<file path="config.mk">
export PLATFORM = sky130hd
export DESIGN_NAME = psac_top
export DESIGN_NICKNAME = d
export VERILOG_FILES = /design/src/shared/psac_pkg.sv /design/src/hw/psac_retry_mask.sv /design/src/hw/psac_top.sv
export SDC_FILE = /design/constraint.sdc
export NUM_CORES = 1
export LEC_CHECK = 0
export ABC_AREA = 1
export ABC_CLOCK_PERIOD_IN_PS = 1830
export BUFFER_PORTS_ARGS = -buffer_cell sky130_fd_sc_hd__buf_2
export CORE_MARGIN = 2
export CORE_UTILIZATION = 26
export CTS_CLUSTER_DIAMETER = 80
export DETAILED_ROUTE_END_ITERATION = 7
export MAX_ROUTING_LAYER = met4
export PLACE_DENSITY = 0.46
export SYNTH_ARGS = -nofsm -noshare
export SYNTH_HDL_FRONTEND = slang
export SYNTH_HIERARCHICAL = 1
export SYNTH_SLANG_ARGS = --single-unit
</file>
<file path="constraint.sdc">
create_clock -name clk -period 1.83 [get_ports clk]
set_input_delay 0.2745 -clock clk [delete_from_list [all_inputs] [get_ports clk]]
set_output_delay 0.2745 -clock clk [all_outputs]
set_load 0.03 [all_outputs]
</file>
<file path="src/shared/psac_pkg.sv">
package psac_pkg;
  // ==========================================
  // register indices; byte address is four times the index
  localparam logic [7:0] IDX_CTRL1 = 8'h40;
  localparam logic [7:0] IDX_CTRL2 = 8'h41;
  localparam logic [7:0] IDX_GAP = 8'h42;
  localparam logic [7:0] IDX_ARB1 = 8'h43;
  localparam logic [7:0] IDX_STATUS = 8'h46;
  // ==========================================
  // values after reset
  localparam logic [7:0] RST_CTRL1 = 8'h00;
  localparam logic [7:0] RST_CTRL2 = 8'h96;
  localparam logic [7:0] RST_ARB1 = 8'h80;
  // ==========================================
  // field positions
  localparam int CTRL1_WBUF_BIT = 3;
  localparam int CTRL1_LINE_BIT = 2;
  localparam int CTRL1_BURST_BIT = 1;
  localparam int CTRL1_RSVD_BIT = 0;
  // ==========================================
  // bus commands and timing
  localparam logic [3:0] CMD_READ_MULT = 4'hc;
  localparam logic [3:0] CMD_READ_LINE = 4'he;
  localparam logic [3:0] CMD_WRITE_INV = 4'hf;
  localparam logic [11:0] LINE_BYTES = 12'h010;
  localparam logic [11:0] DW_BYTES = 12'h004;
  localparam logic [6:0] MASK_CLK_16 = 7'h10;
  localparam logic [6:0] MASK_CLK_32 = 7'h20;
  localparam logic [6:0] MASK_CLK_64 = 7'h40;
  localparam logic [1:0] HOLD_EXTRA_CLK = 2'h2;
  // ==========================================
  // register layouts
  typedef struct packed {
    logic [3:0] upper;
    logic slave_write_buffer_on;
    logic line_read_on;
    logic local_burst_on;
    logic rsvd0;
  } psac_ctrl1_type;
  typedef struct packed {
    logic rsvd7;
    logic raw_clock_off;
    logic parity_raises_system_error;
    logic master_write_buffer_on;
    logic [1:0] disconnect_boundary_sel;
    logic line_disconnect_on;
    logic local_write_wait_on;
  } psac_ctrl2_type;
  typedef struct packed {
    logic grant_when_drained;
    logic rsvd6;
    logic retry_mask_on_line2;
    logic retry_mask_on_line1;
    logic retry_mask_on_line0;
    logic [1:0] retry_mask_period;
    logic hold_on_retry;
  } psac_arb_type;
endpackage

</file>
<file path="src/hw/psac_retry_mask.sv">
module psac_retry_mask #(
  parameter int CW = 7
) (
  // clock and reset
  input wire logic clk,
  input wire logic rstn,
  // control
  input wire logic retry,
  input wire logic enable,
  input wire logic [1:0] period,
  // state
  output logic mask
);
  logic [CW-1:0] count;
  logic [CW-1:0] next_count;

  always_comb begin
    next_count = count;
    if (retry && enable) begin
      case (period)
        2'b01: next_count = CW'(psac_pkg::MASK_CLK_16);
        2'b10: next_count = CW'(psac_pkg::MASK_CLK_32);
        2'b11: next_count = CW'(psac_pkg::MASK_CLK_64);
        default: next_count = '0;
      endcase
    end else if (count != '0) begin
      next_count = count - CW'(1);
    end
  end

  always_ff @(posedge clk) begin
    if (!rstn) begin
      count <= '0;
    end else begin
      count <= next_count;
    end
  end

  assign mask = (count != '0);
endmodule

</file>
<file path="src/hw/psac_top.sv">
// Functional notes
// - ctrl1 bit 3 turns slave write buffers on or off
// - line read bit or read multiple/line command gives full line read
// - local burst only for external write-and-invalidate; reads not affected
// - reserved bit 0 of ctrl1 reads zero
// - ctrl2 resets to 96h
// - ctrl2 bit 6 low enables the raw clock debug output
// - parity bit set: master raises SERR# on driven or seen PERR#
// - master buffers memory writes when enabled; I/O and locked never
// - slave disconnects bursts at 128/256/512/1024 byte boundary by field
// - line disconnect bit picks 16 byte boundary instead of field
// - wait bit inserts wait states on local write cycles
// - arbitration control 1 resets to 80h
// - grant policy bit: grant only when local buffers are empty
// - per line enable lets retry mask apply; 0 exempts the line
// - retried masked master ignored for none/16/32/64 clocks
// - hold on retry keeps local hold two extra clocks
module psac_top (
  // clock and reset
  input wire logic clk,
  input wire logic rstn,
  // avalon slave
  input wire logic [9:0] address,
  input wire logic read,
  input wire logic write,
  input wire logic [31:0] writedata,
  output logic [31:0] readdata,
  output logic waitrequest,
  // pci slave side
  input wire logic slave_data_valid,
  input wire logic [11:0] slave_addr,
  input wire logic slave_read_req,
  input wire logic [3:0] slave_cmd,
  input wire logic ext_master_write,
  output logic slave_disconnect,
  output logic line_read,
  output logic local_burst,
  output logic slave_write_buffer_on,
  output logic local_write_wait,
  // pci master side
  input wire logic master_mem_write,
  input wire logic master_locked,
  input wire logic perr_active,
  output logic master_write_buffer,
  output logic serr_active,
  // arbiter
  input wire logic [2:0] retry_line,
  input wire logic [2:0] req_line,
  input wire logic local_buffers_empty,
  output logic [2:0] req_eligible,
  output logic grant_allowed,
  output logic hold_extend,
  // debug
  output logic raw_clock_en
);
  // ==========================================
  // registers
  psac_pkg::psac_ctrl1_type ctrl1;
  psac_pkg::psac_ctrl2_type ctrl2;
  psac_pkg::psac_arb_type arb1;
  logic [2:0] mask;
  logic [2:0] mask_on;
  logic [1:0] hold_count;
  logic [7:0] index;
  logic aligned;
  logic wr_take;
  logic [7:0] next_rd;
  logic [11:0] bnd;
  logic [11:0] last_dw;

  assign index = address[9:2];
  assign aligned = (address[1:0] == 2'b00);
  assign wr_take = write && !waitrequest && aligned;
  assign mask_on = {arb1.retry_mask_on_line2, arb1.retry_mask_on_line1,
                    arb1.retry_mask_on_line0};

  // ==========================================
  // bus handshake
  // one wait cycle per access; re-asserts after the accepting edge
  always_ff @(posedge clk) begin
    if (!rstn) begin
      waitrequest <= 1'b1;
    end else if ((read || write) && waitrequest) begin
      waitrequest <= 1'b0;
    end else begin
      waitrequest <= 1'b1;
    end
  end

  always_comb begin
    next_rd = 8'h00;
    if (aligned) begin
      case (index)
        psac_pkg::IDX_CTRL1: begin
          next_rd = ctrl1;
          next_rd[psac_pkg::CTRL1_RSVD_BIT] = 1'b0;
        end
        psac_pkg::IDX_CTRL2: next_rd = ctrl2;
        psac_pkg::IDX_ARB1: next_rd = arb1;
        psac_pkg::IDX_STATUS: begin
          next_rd = {3'h0, slave_disconnect, hold_extend, mask};
        end
        default: next_rd = 8'h00;
      endcase
    end
  end

  always_ff @(posedge clk) begin
    if (!rstn) begin
      readdata <= 32'h0000_0000;
    end else if (read && waitrequest) begin
      readdata <= {24'h00_0000, next_rd};
    end
  end

  // ==========================================
  // register writes
  always_ff @(posedge clk) begin
    if (!rstn) begin
      ctrl1 <= psac_pkg::RST_CTRL1;
    end else if (wr_take && index == psac_pkg::IDX_CTRL1) begin
      ctrl1 <= writedata[7:0];
    end
  end

  always_ff @(posedge clk) begin
    if (!rstn) begin
      ctrl2 <= psac_pkg::RST_CTRL2;
    end else if (wr_take && index == psac_pkg::IDX_CTRL2) begin
      ctrl2 <= writedata[7:0];
    end
  end

  // bit 6 is stored as written; software is expected to keep it set
  always_ff @(posedge clk) begin
    if (!rstn) begin
      arb1 <= psac_pkg::RST_ARB1;
    end else if (wr_take && index == psac_pkg::IDX_ARB1) begin
      arb1 <= writedata[7:0];
    end
  end

  // ==========================================
  // slave path
  always_ff @(posedge clk) begin
    if (!rstn) begin
      slave_write_buffer_on <= 1'b0;
      local_write_wait <= 1'b0;
      raw_clock_en <= 1'b0;
    end else begin
      slave_write_buffer_on <= ctrl1.slave_write_buffer_on;
      local_write_wait <= ctrl2.local_write_wait_on;
      raw_clock_en <= !ctrl2.raw_clock_off;
    end
  end

  always_ff @(posedge clk) begin
    if (!rstn) begin
      line_read <= 1'b0;
    end else begin
      line_read <= slave_read_req && (ctrl1.line_read_on ||
                   slave_cmd == psac_pkg::CMD_READ_MULT ||
                   slave_cmd == psac_pkg::CMD_READ_LINE);
    end
  end

  always_ff @(posedge clk) begin
    if (!rstn) begin
      local_burst <= 1'b0;
    end else begin
      local_burst <= ctrl1.local_burst_on && ext_master_write &&
                     slave_cmd == psac_pkg::CMD_WRITE_INV;
    end
  end

  always_comb begin
    case (ctrl2.disconnect_boundary_sel)
      2'b00: bnd = 12'h080;
      2'b01: bnd = 12'h100;
      2'b10: bnd = 12'h200;
      default: bnd = 12'h400;
    endcase
    if (ctrl2.line_disconnect_on) begin
      bnd = psac_pkg::LINE_BYTES;
    end
    last_dw = bnd - psac_pkg::DW_BYTES;
  end

  // disconnect flagged on the last dword before the boundary
  always_ff @(posedge clk) begin
    if (!rstn) begin
      slave_disconnect <= 1'b0;
    end else begin
      slave_disconnect <= slave_data_valid &&
                          ((slave_addr & (bnd - 12'h001)) == last_dw);
    end
  end

  // ==========================================
  // master path
  always_ff @(posedge clk) begin
    if (!rstn) begin
      master_write_buffer <= 1'b0;
      serr_active <= 1'b0;
    end else begin
      master_write_buffer <= ctrl2.master_write_buffer_on &&
                             master_mem_write && !master_locked;
      serr_active <= ctrl2.parity_raises_system_error && perr_active;
    end
  end

  // ==========================================
  // arbiter
  genvar g;
  generate
    for (g = 0; g < 3; g++) begin : g_line
      psac_retry_mask #(.CW(7)) u_mask (
        .clk(clk),
        .rstn(rstn),
        .retry(retry_line[g]),
        .enable(mask_on[g]),
        .period(arb1.retry_mask_period),
        .mask(mask[g])
      );
      always_ff @(posedge clk) begin
        if (!rstn) begin
          req_eligible[g] <= 1'b0;
        end else begin
          req_eligible[g] <= req_line[g] && !mask[g];
        end
      end
    end
  endgenerate

  always_ff @(posedge clk) begin
    if (!rstn) begin
      grant_allowed <= 1'b0;
    end else begin
      grant_allowed <= !arb1.grant_when_drained || local_buffers_empty;
    end
  end

  always_ff @(posedge clk) begin
    if (!rstn) begin
      hold_count <= 2'h0;
    end else if (arb1.hold_on_retry && retry_line != 3'b000) begin
      hold_count <= psac_pkg::HOLD_EXTRA_CLK;
    end else if (hold_count != 2'h0) begin
      hold_count <= hold_count - 2'h1;
    end
  end

  always_ff @(posedge clk) begin
    if (!rstn) begin
      hold_extend <= 1'b0;
    end else begin
      // retry cycle itself, then both extra clocks from the counter
      hold_extend <= (arb1.hold_on_retry && retry_line != 3'b000) ||
                     hold_count != 2'h0;
    end
  end
endmodule

</file>
### Yosys cells after proc, flatten, opt, wreduce, memory -nomap -nowiden

Index checks and enable logic that the tools add are counted.

* bitwise logic cells: 2
* reductions and logical operators: 45
* mux-type cells: 14
* multiply operators: 0
* magnitude comparators: 0
* div/mod/pow operators: 0
* shifts and indexed selects: 0
* add/subtract/negate cells: 6
* equal/unequal tests: 13

Operators with widths (count)
* 7-bit 2-to-1 mux: 6
* 11-bit one-hot mux with 3 select lines: 1
* 8-bit by 7-bit equality test with 1-bit output (second input constant): 4
* 8-bit one-hot mux with 4 select lines: 1
* 1-bit logical AND: 21
* 7-bit one-hot mux with 3 select lines: 1
* 7-bit nonzero test: 3
* 7-bit by 1-bit subtractor with 7-bit output (second input constant): 3
* 12-bit AND: 1
* 12-bit equality test: 1
* 4-bit equality test (second input constant): 3
* 12-bit 2-to-1 mux: 1
* 12-bit by 1-bit subtractor with 12-bit output (second input constant): 1
* 12-bit by 3-bit subtractor with 12-bit output (second input constant): 1
* 2-bit nonzero test: 5
* 8-bit 2-to-1 mux: 1
* 1-bit logical NOT: 7
* 2-bit equality test (second input constant): 3
* 1-bit logical OR: 5
* 2-bit by 1-bit equality test with 1-bit output (second input constant): 2
* 2-bit logical NOT: 2
* 2-bit 2-to-1 mux: 2
* 3-bit nonzero test: 1
* 2-bit OR reduction: 1
* other kinds (3): 3

* bits in read-only memories: 0
* bits of input ports: 75
* word-level logic and storage cells: 118
* memories: 0
* bits in latches: 0
* output and inout bits: 46
* bits in registers: 68
* bits in writable memories: 0

### Depth between registers and ports, before layout

* word-level depth: 7
* depth in mapped cells: 9
* mapped depth without buffers: 9

### Hierarchy

The synthesis kept the hierarchy.

By module, submodules not included
* psac_top: cells each 288, times used 1, area each 2220.9 um2, seq. area each 940.9 um2
* psac_retry_mask: cells each 56, times used 3, area each 379.1 um2, seq. area each 140.1 um2

### Worst setup path before layout

OpenSTA, ideal clock, no wires.

* kind: flip-flop to flip-flop
* from: register waitrequest
* to: register readdata[1]
* buffers on the path: 0
* data required time: 1.758 ns
* library setup time: 0.072 ns
* setup slack: 0.513 ns
* period minus slack after synthesis: 1.317 ns
* cell stages (with the launch flop): 5
* arrival: 1.245 ns
* cells stage by stage: dfxtp_1 > nand2_1 > nor3_1 > o21ai_1 > a21oi_1

* word-level cells in the longest chain between the ends: 1

RTL lines
* start, declared: line psac_top.sv:28 `output logic waitrequest,`
* start signal, assigned: line psac_top.sv:82 `waitrequest <= 1'b1;`
* start signal, assigned: line psac_top.sv:84 `waitrequest <= 1'b0;`
* start signal, assigned: line psac_top.sv:86 `waitrequest <= 1'b1;`
* 1-bit logical AND: line psac_top.sv:111 `end else if (read && waitrequest) begin`
* end signal, assigned: line psac_top.sv:112 `readdata <= {24'h00_0000, next_rd};`
* end, declared: line psac_top.sv:27 `output logic [31:0] readdata,`

No other way between the ends.
A chain may end at the register's enable or synchronous reset.

### Worst setup path after layout

* from: register g_line[2].u_mask.count[0]
* to: register readdata[2]

* word-level cells in the longest chain between the ends: 3

RTL lines
* start, declared: line psac_retry_mask.sv:14 `logic [CW-1:0] count;`
* start signal, assigned: line psac_retry_mask.sv:35 `count <= next_count;`
* 7-bit nonzero test: line psac_retry_mask.sv:39 `assign mask = (count != '0);`
* via mask[2]: line psac_top.sv:61 `logic [2:0] mask;`
* 8-bit one-hot mux with 4 select lines: line psac_top.sv:93 `case (index)`
* 8-bit 2-to-1 mux: line psac_top.sv:92 `if (aligned) begin`

The timed path passes the listed nets, and every way through them passes these cells.

==> summary.md <==
The tools report the antenna diode count as 0. Setup repair after global routing left no endpoint under its margin. Summing the areas of all compound-gate instances in the mapped netlist gives 11.5% of the synthesized area. In this run the deepest clock path goes through 2 buffers. The leading cell type by number of instances after synthesis is nand2_1. The run gives 2050 ps as the required time at the worst-slack endpoint.

The logs give 6.01 ps for the worst clock skew on the final layout and 0 for the number of antenna-violating nets in the routed design. The number of antenna violations at the first check in global routing is 0. Sorting the synthesized cells by how often they occur yields nand2_1, dfxtp_1, nand3_1, a21oi_1, inv_1. For this run, design rule violations remaining after detail routing come to 0.

In the final timing run, aggregate negative setup slack is 0 ps. In this run the worst hold path is classified as in2reg. The tools report the pin count of the biggest net entering global routing as 28. The flow ran to the end, and the final reports show no timing, DRC or antenna violations. The worst register-to-register path ends at readdata[2]$_SDFFE_PN0P_. The placed instances occupy a cell area of 3830 sq um.

The final critical path takes up 80.7% of the cycle. The number of cells on the worst reg-to-reg path came out at 9. Counting instances, the worst hold path has a depth of 2. For the summed area of non-filler cells in the final layout, the log shows 4150 sq um. The register-to-register path setup slack is 350 ps, and the leakage power summed over all cells is 1.90 nW. The global-route wire length before repair was 14.3 mm; the placer congestion estimate was 0.806. Detailed placement finished with a half-perimeter wire length of 6.50 mm. In the routed layout, each cell is associated on average with a via count of 4.35. The number of top-level design ports is 121, and the multiplexer share of the synthesized area is 0%. For the area taken by multi-input logic gates, the log shows 1650 sq um.

The worst setup path is of the reg2reg kind. Summing the areas of all and, or, nand and nor instances in the mapped netlist gives 32.9% of the synthesized area. The final layout contains 613 nets. STA classifies the critical path startpoint as a flop.

The tree is rooted in a clkbuf_16. The share of the Yosys chip area taken by registers is 40.5%. The total of buffers placed on input and output ports works out to 70. The logs give 0 for the hold violation count in the final report and 379 uV for the worst vdd rail ir drop. The main combinational cell family by area after synthesis was simple AND/OR/NAND/NOR gates. The number of violations of the max-capacitance limit is 0, and the critical-path maximum fanout is 6. The number of global-route vias before repair is 3013, and the final cell utilization of the core is 32.9%. For this block, the routed nets add up to 8.42 mm of wire. The tools report the remaining global-route overflow as 0. The XOR/XNOR share of the synthesized area works out to 0.782%. The die is 118 microns wide. After synthesis, the netlist uses 34 different library cells. Number of synthesized register bits: 68. The die outline area was 13800 sq um; the placement row count was 41. Static timing analysis puts the maximum clock frequency at 677 MHz.

Subtracting the final worst setup slack from the clock period gives 1480 ps. The logs give 330 ps for the latest clock arrival within the worst-skew pair and 26.6% for the initial cell density of the core. The tools report the area of the core as 12600 sq um. Yosys attributes the largest share of cell area to dfxtp_1, nand2_1, nand3_1. Data on the critical path arrives at its endpoint at 1690 ps. The global router's overall resource usage was 13.1%.

Cells with a size suffix above 1 make up 22.8% of the layout. The startpoint identified for the worst register-to-register timing path is g_line[2].u_mask/count[0]$_SDFFE_PN0P_. The worst-case setup slack after placement was 268 ps.

In this run the most critical hold path is launched from master_locked. Power spread over the standard cell area amounts to 1240 nW/um^2. Final setup violation count: 0. The most area-hungry cell type in the Yosys netlist is dfxtp_1. The tools report the number of iterations in the first detailed-routing pass as 5. The fill cell total of the finished layout was 1372; the number of vias after detailed routing was 3094. The detailed router finished its first iteration with 126 violations. After synthesis, the mean cell area works out to 7.36 sq um. After technology mapping, the gate count stands at 456. CTS built an H-tree with a depth of 3. Max-slew violation count: 0.

For the footprint of the flip-flops and latches, the log shows 1360 sq um. The dominant register cell in the synthesized netlist is dfxtp_1. For this run, the number of Yosys warnings is 6. Relative to the synthesized area, the layout overhead comes to 23.5%. The post-synthesis instance area is 3360 sq um.

The routed wirelength normalized by instance count came out at 11.8 microns. For hold timing, the worst endpoint is master_write_buffer$_SDFF_PN0_. TritonCTS created 9 clock buffers. After synthesis, the largest area contributor takes up 40.5% of total cell area. After clock tree synthesis, the repair step resized 0 gates. The run gives 0 as the number of buffers inserted to repair setup after CTS.

Buffers inserted to repair hold after CTS numbered 0. Yosys mapped a number of flops with a built-in enable equal to 0. The sink count of the clock tree was 68; the clock transition at the register clock pins on the worst setup and hold paths after CTS was 60 ps. For this run, asynchronously set or reset flops after synthesis account for 0%.

TritonCTS built the clock tree. Measured along the y axis, the die boundary spans 118 microns. The adder-cell share of the synthesized area is 1.12%.

STA classifies the critical path endpoint as a flop. Setup slack on the critical path of the routed design comes to 353 ps.
-- per-stage QoR --
step                hold slack, ps  std cells  power (W)
floorplan                      351        479    0.00301
global placement               433        696    0.00327
detailed placement             440        696    0.00330
CTS                           95.0        712    0.00518
global route                  98.4        712    0.00548
finish                         106        712    0.00512
-- cells by family (layout without fill, tap and decap cells) --
| group | count (synthesis) | after routing |
|---|---|---|
| simple gates | 222 | 222 |
| fa+ha+maj | 3 | 3 |
| compound gates | 76 | 76 |
| buf+inv | 83 | 144 |
| flops | 68 | 68 |
| xor+xnor | 3 | 3 |
| other cells | 1 | 24 |
-- power by group --
part | internal, W | leakage [nW] | switching (W)
clock | 0.00123 | 0.153 | 0.000638
combinational | 0.000525 | 1.19 | 0.000904
sequential | 0.00167 | 0.554 | 0.000155
total | 0.00343 | 1.90 | 0.00170
-- how the worst max path moves through the flow --
| stage | start | end | slack (ps) | depth (start not counted) |
|---|---|---|---|---|
| final | g_line[2].u_mask/count[0]$_SDFFE_PN0P_ | readdata[2]$_SDFFE_PN0P_ | 350 | 9 |
| after global routing | g_line[2].u_mask/count[0]$_SDFFE_PN0P_ | readdata[2]$_SDFFE_PN0P_ | 180 | 9 |
| after CTS | g_line[2].u_mask/count[0]$_SDFFE_PN0P_ | readdata[2]$_SDFFE_PN0P_ | 350 | 9 |
| after detailed placement | address[9] | arb1[1]$_SDFFE_PN0P_ | 270 | 7 |
| after global placement | address[9] | arb1[1]$_SDFFE_PN0P_ | 270 | 7 |
| after floorplan | waitrequest$_SDFF_PN1_ | readdata[1]$_SDFFE_PN0P_ | 510 | 4 |
-- sequential cells by signal (all words and copies together), names as in the netlist, 2 cells and up --
register	flops
hold_count	2
ctrl2	8
req_eligible	3
ctrl1	7
readdata	8
g_line.u_mask/count	21
arb1	8
-- per-layer routing --
metal | GRT usage [%] | up-vias | wire length (microns) | share of wire, %
li1 | - | 1604 | - | -
met1 | 15.3 | 1422 | 3850 | 46
met5 | - | - | 0 | 0
met2 | 22.0 | 60 | 4190 | 50
met3 | 2.28 | 8 | 265 | 3.1
met4 | 5.50 | 0 | 117 | 1.4
-- critical path: stages, from the launching register on --
cell	delay, ps
dfxtp_1	320
inv_1	110
ha_1	230
nand2_2	100
nor2_4	170
inv_2	90
nand3_1	90
nand2_1	50
o21ai_1	120
a21oi_1	70
-- layout make-up --
type                            instances  area share [%]
Inverter                               51            4.83
Clock buffer                           12            5.94
Sequential cell                        68            32.8
Multi-Input combinational cell        328            39.7
Timing Repair Buffer                   77            9.72
Tap cell                              172            5.19
Clock inverter                          4            1.75
-- cells in the final DEF, fill, tap and decap left out, types with 5 or more instances in the layout --
| cell | count |
|---|---|
| nand3_1 | 55 |
| o21ai_1 | 13 |
| nand4_1 | 5 |
| inv_2 | 7 |
| dfxtp_1 | 68 |
| nor2_1 | 39 |
| nand2_2 | 6 |
| clkbuf_16 | 9 |
| nor3_1 | 8 |
| a21oi_1 | 46 |
| conb_1 | 24 |
| nand2_1 | 87 |
| nor2_4 | 6 |
| buf_4 | 7 |
| buf_2 | 70 |
| o21ai_0 | 14 |
| inv_1 | 40 |
Power figures use the tool's default switching activity.
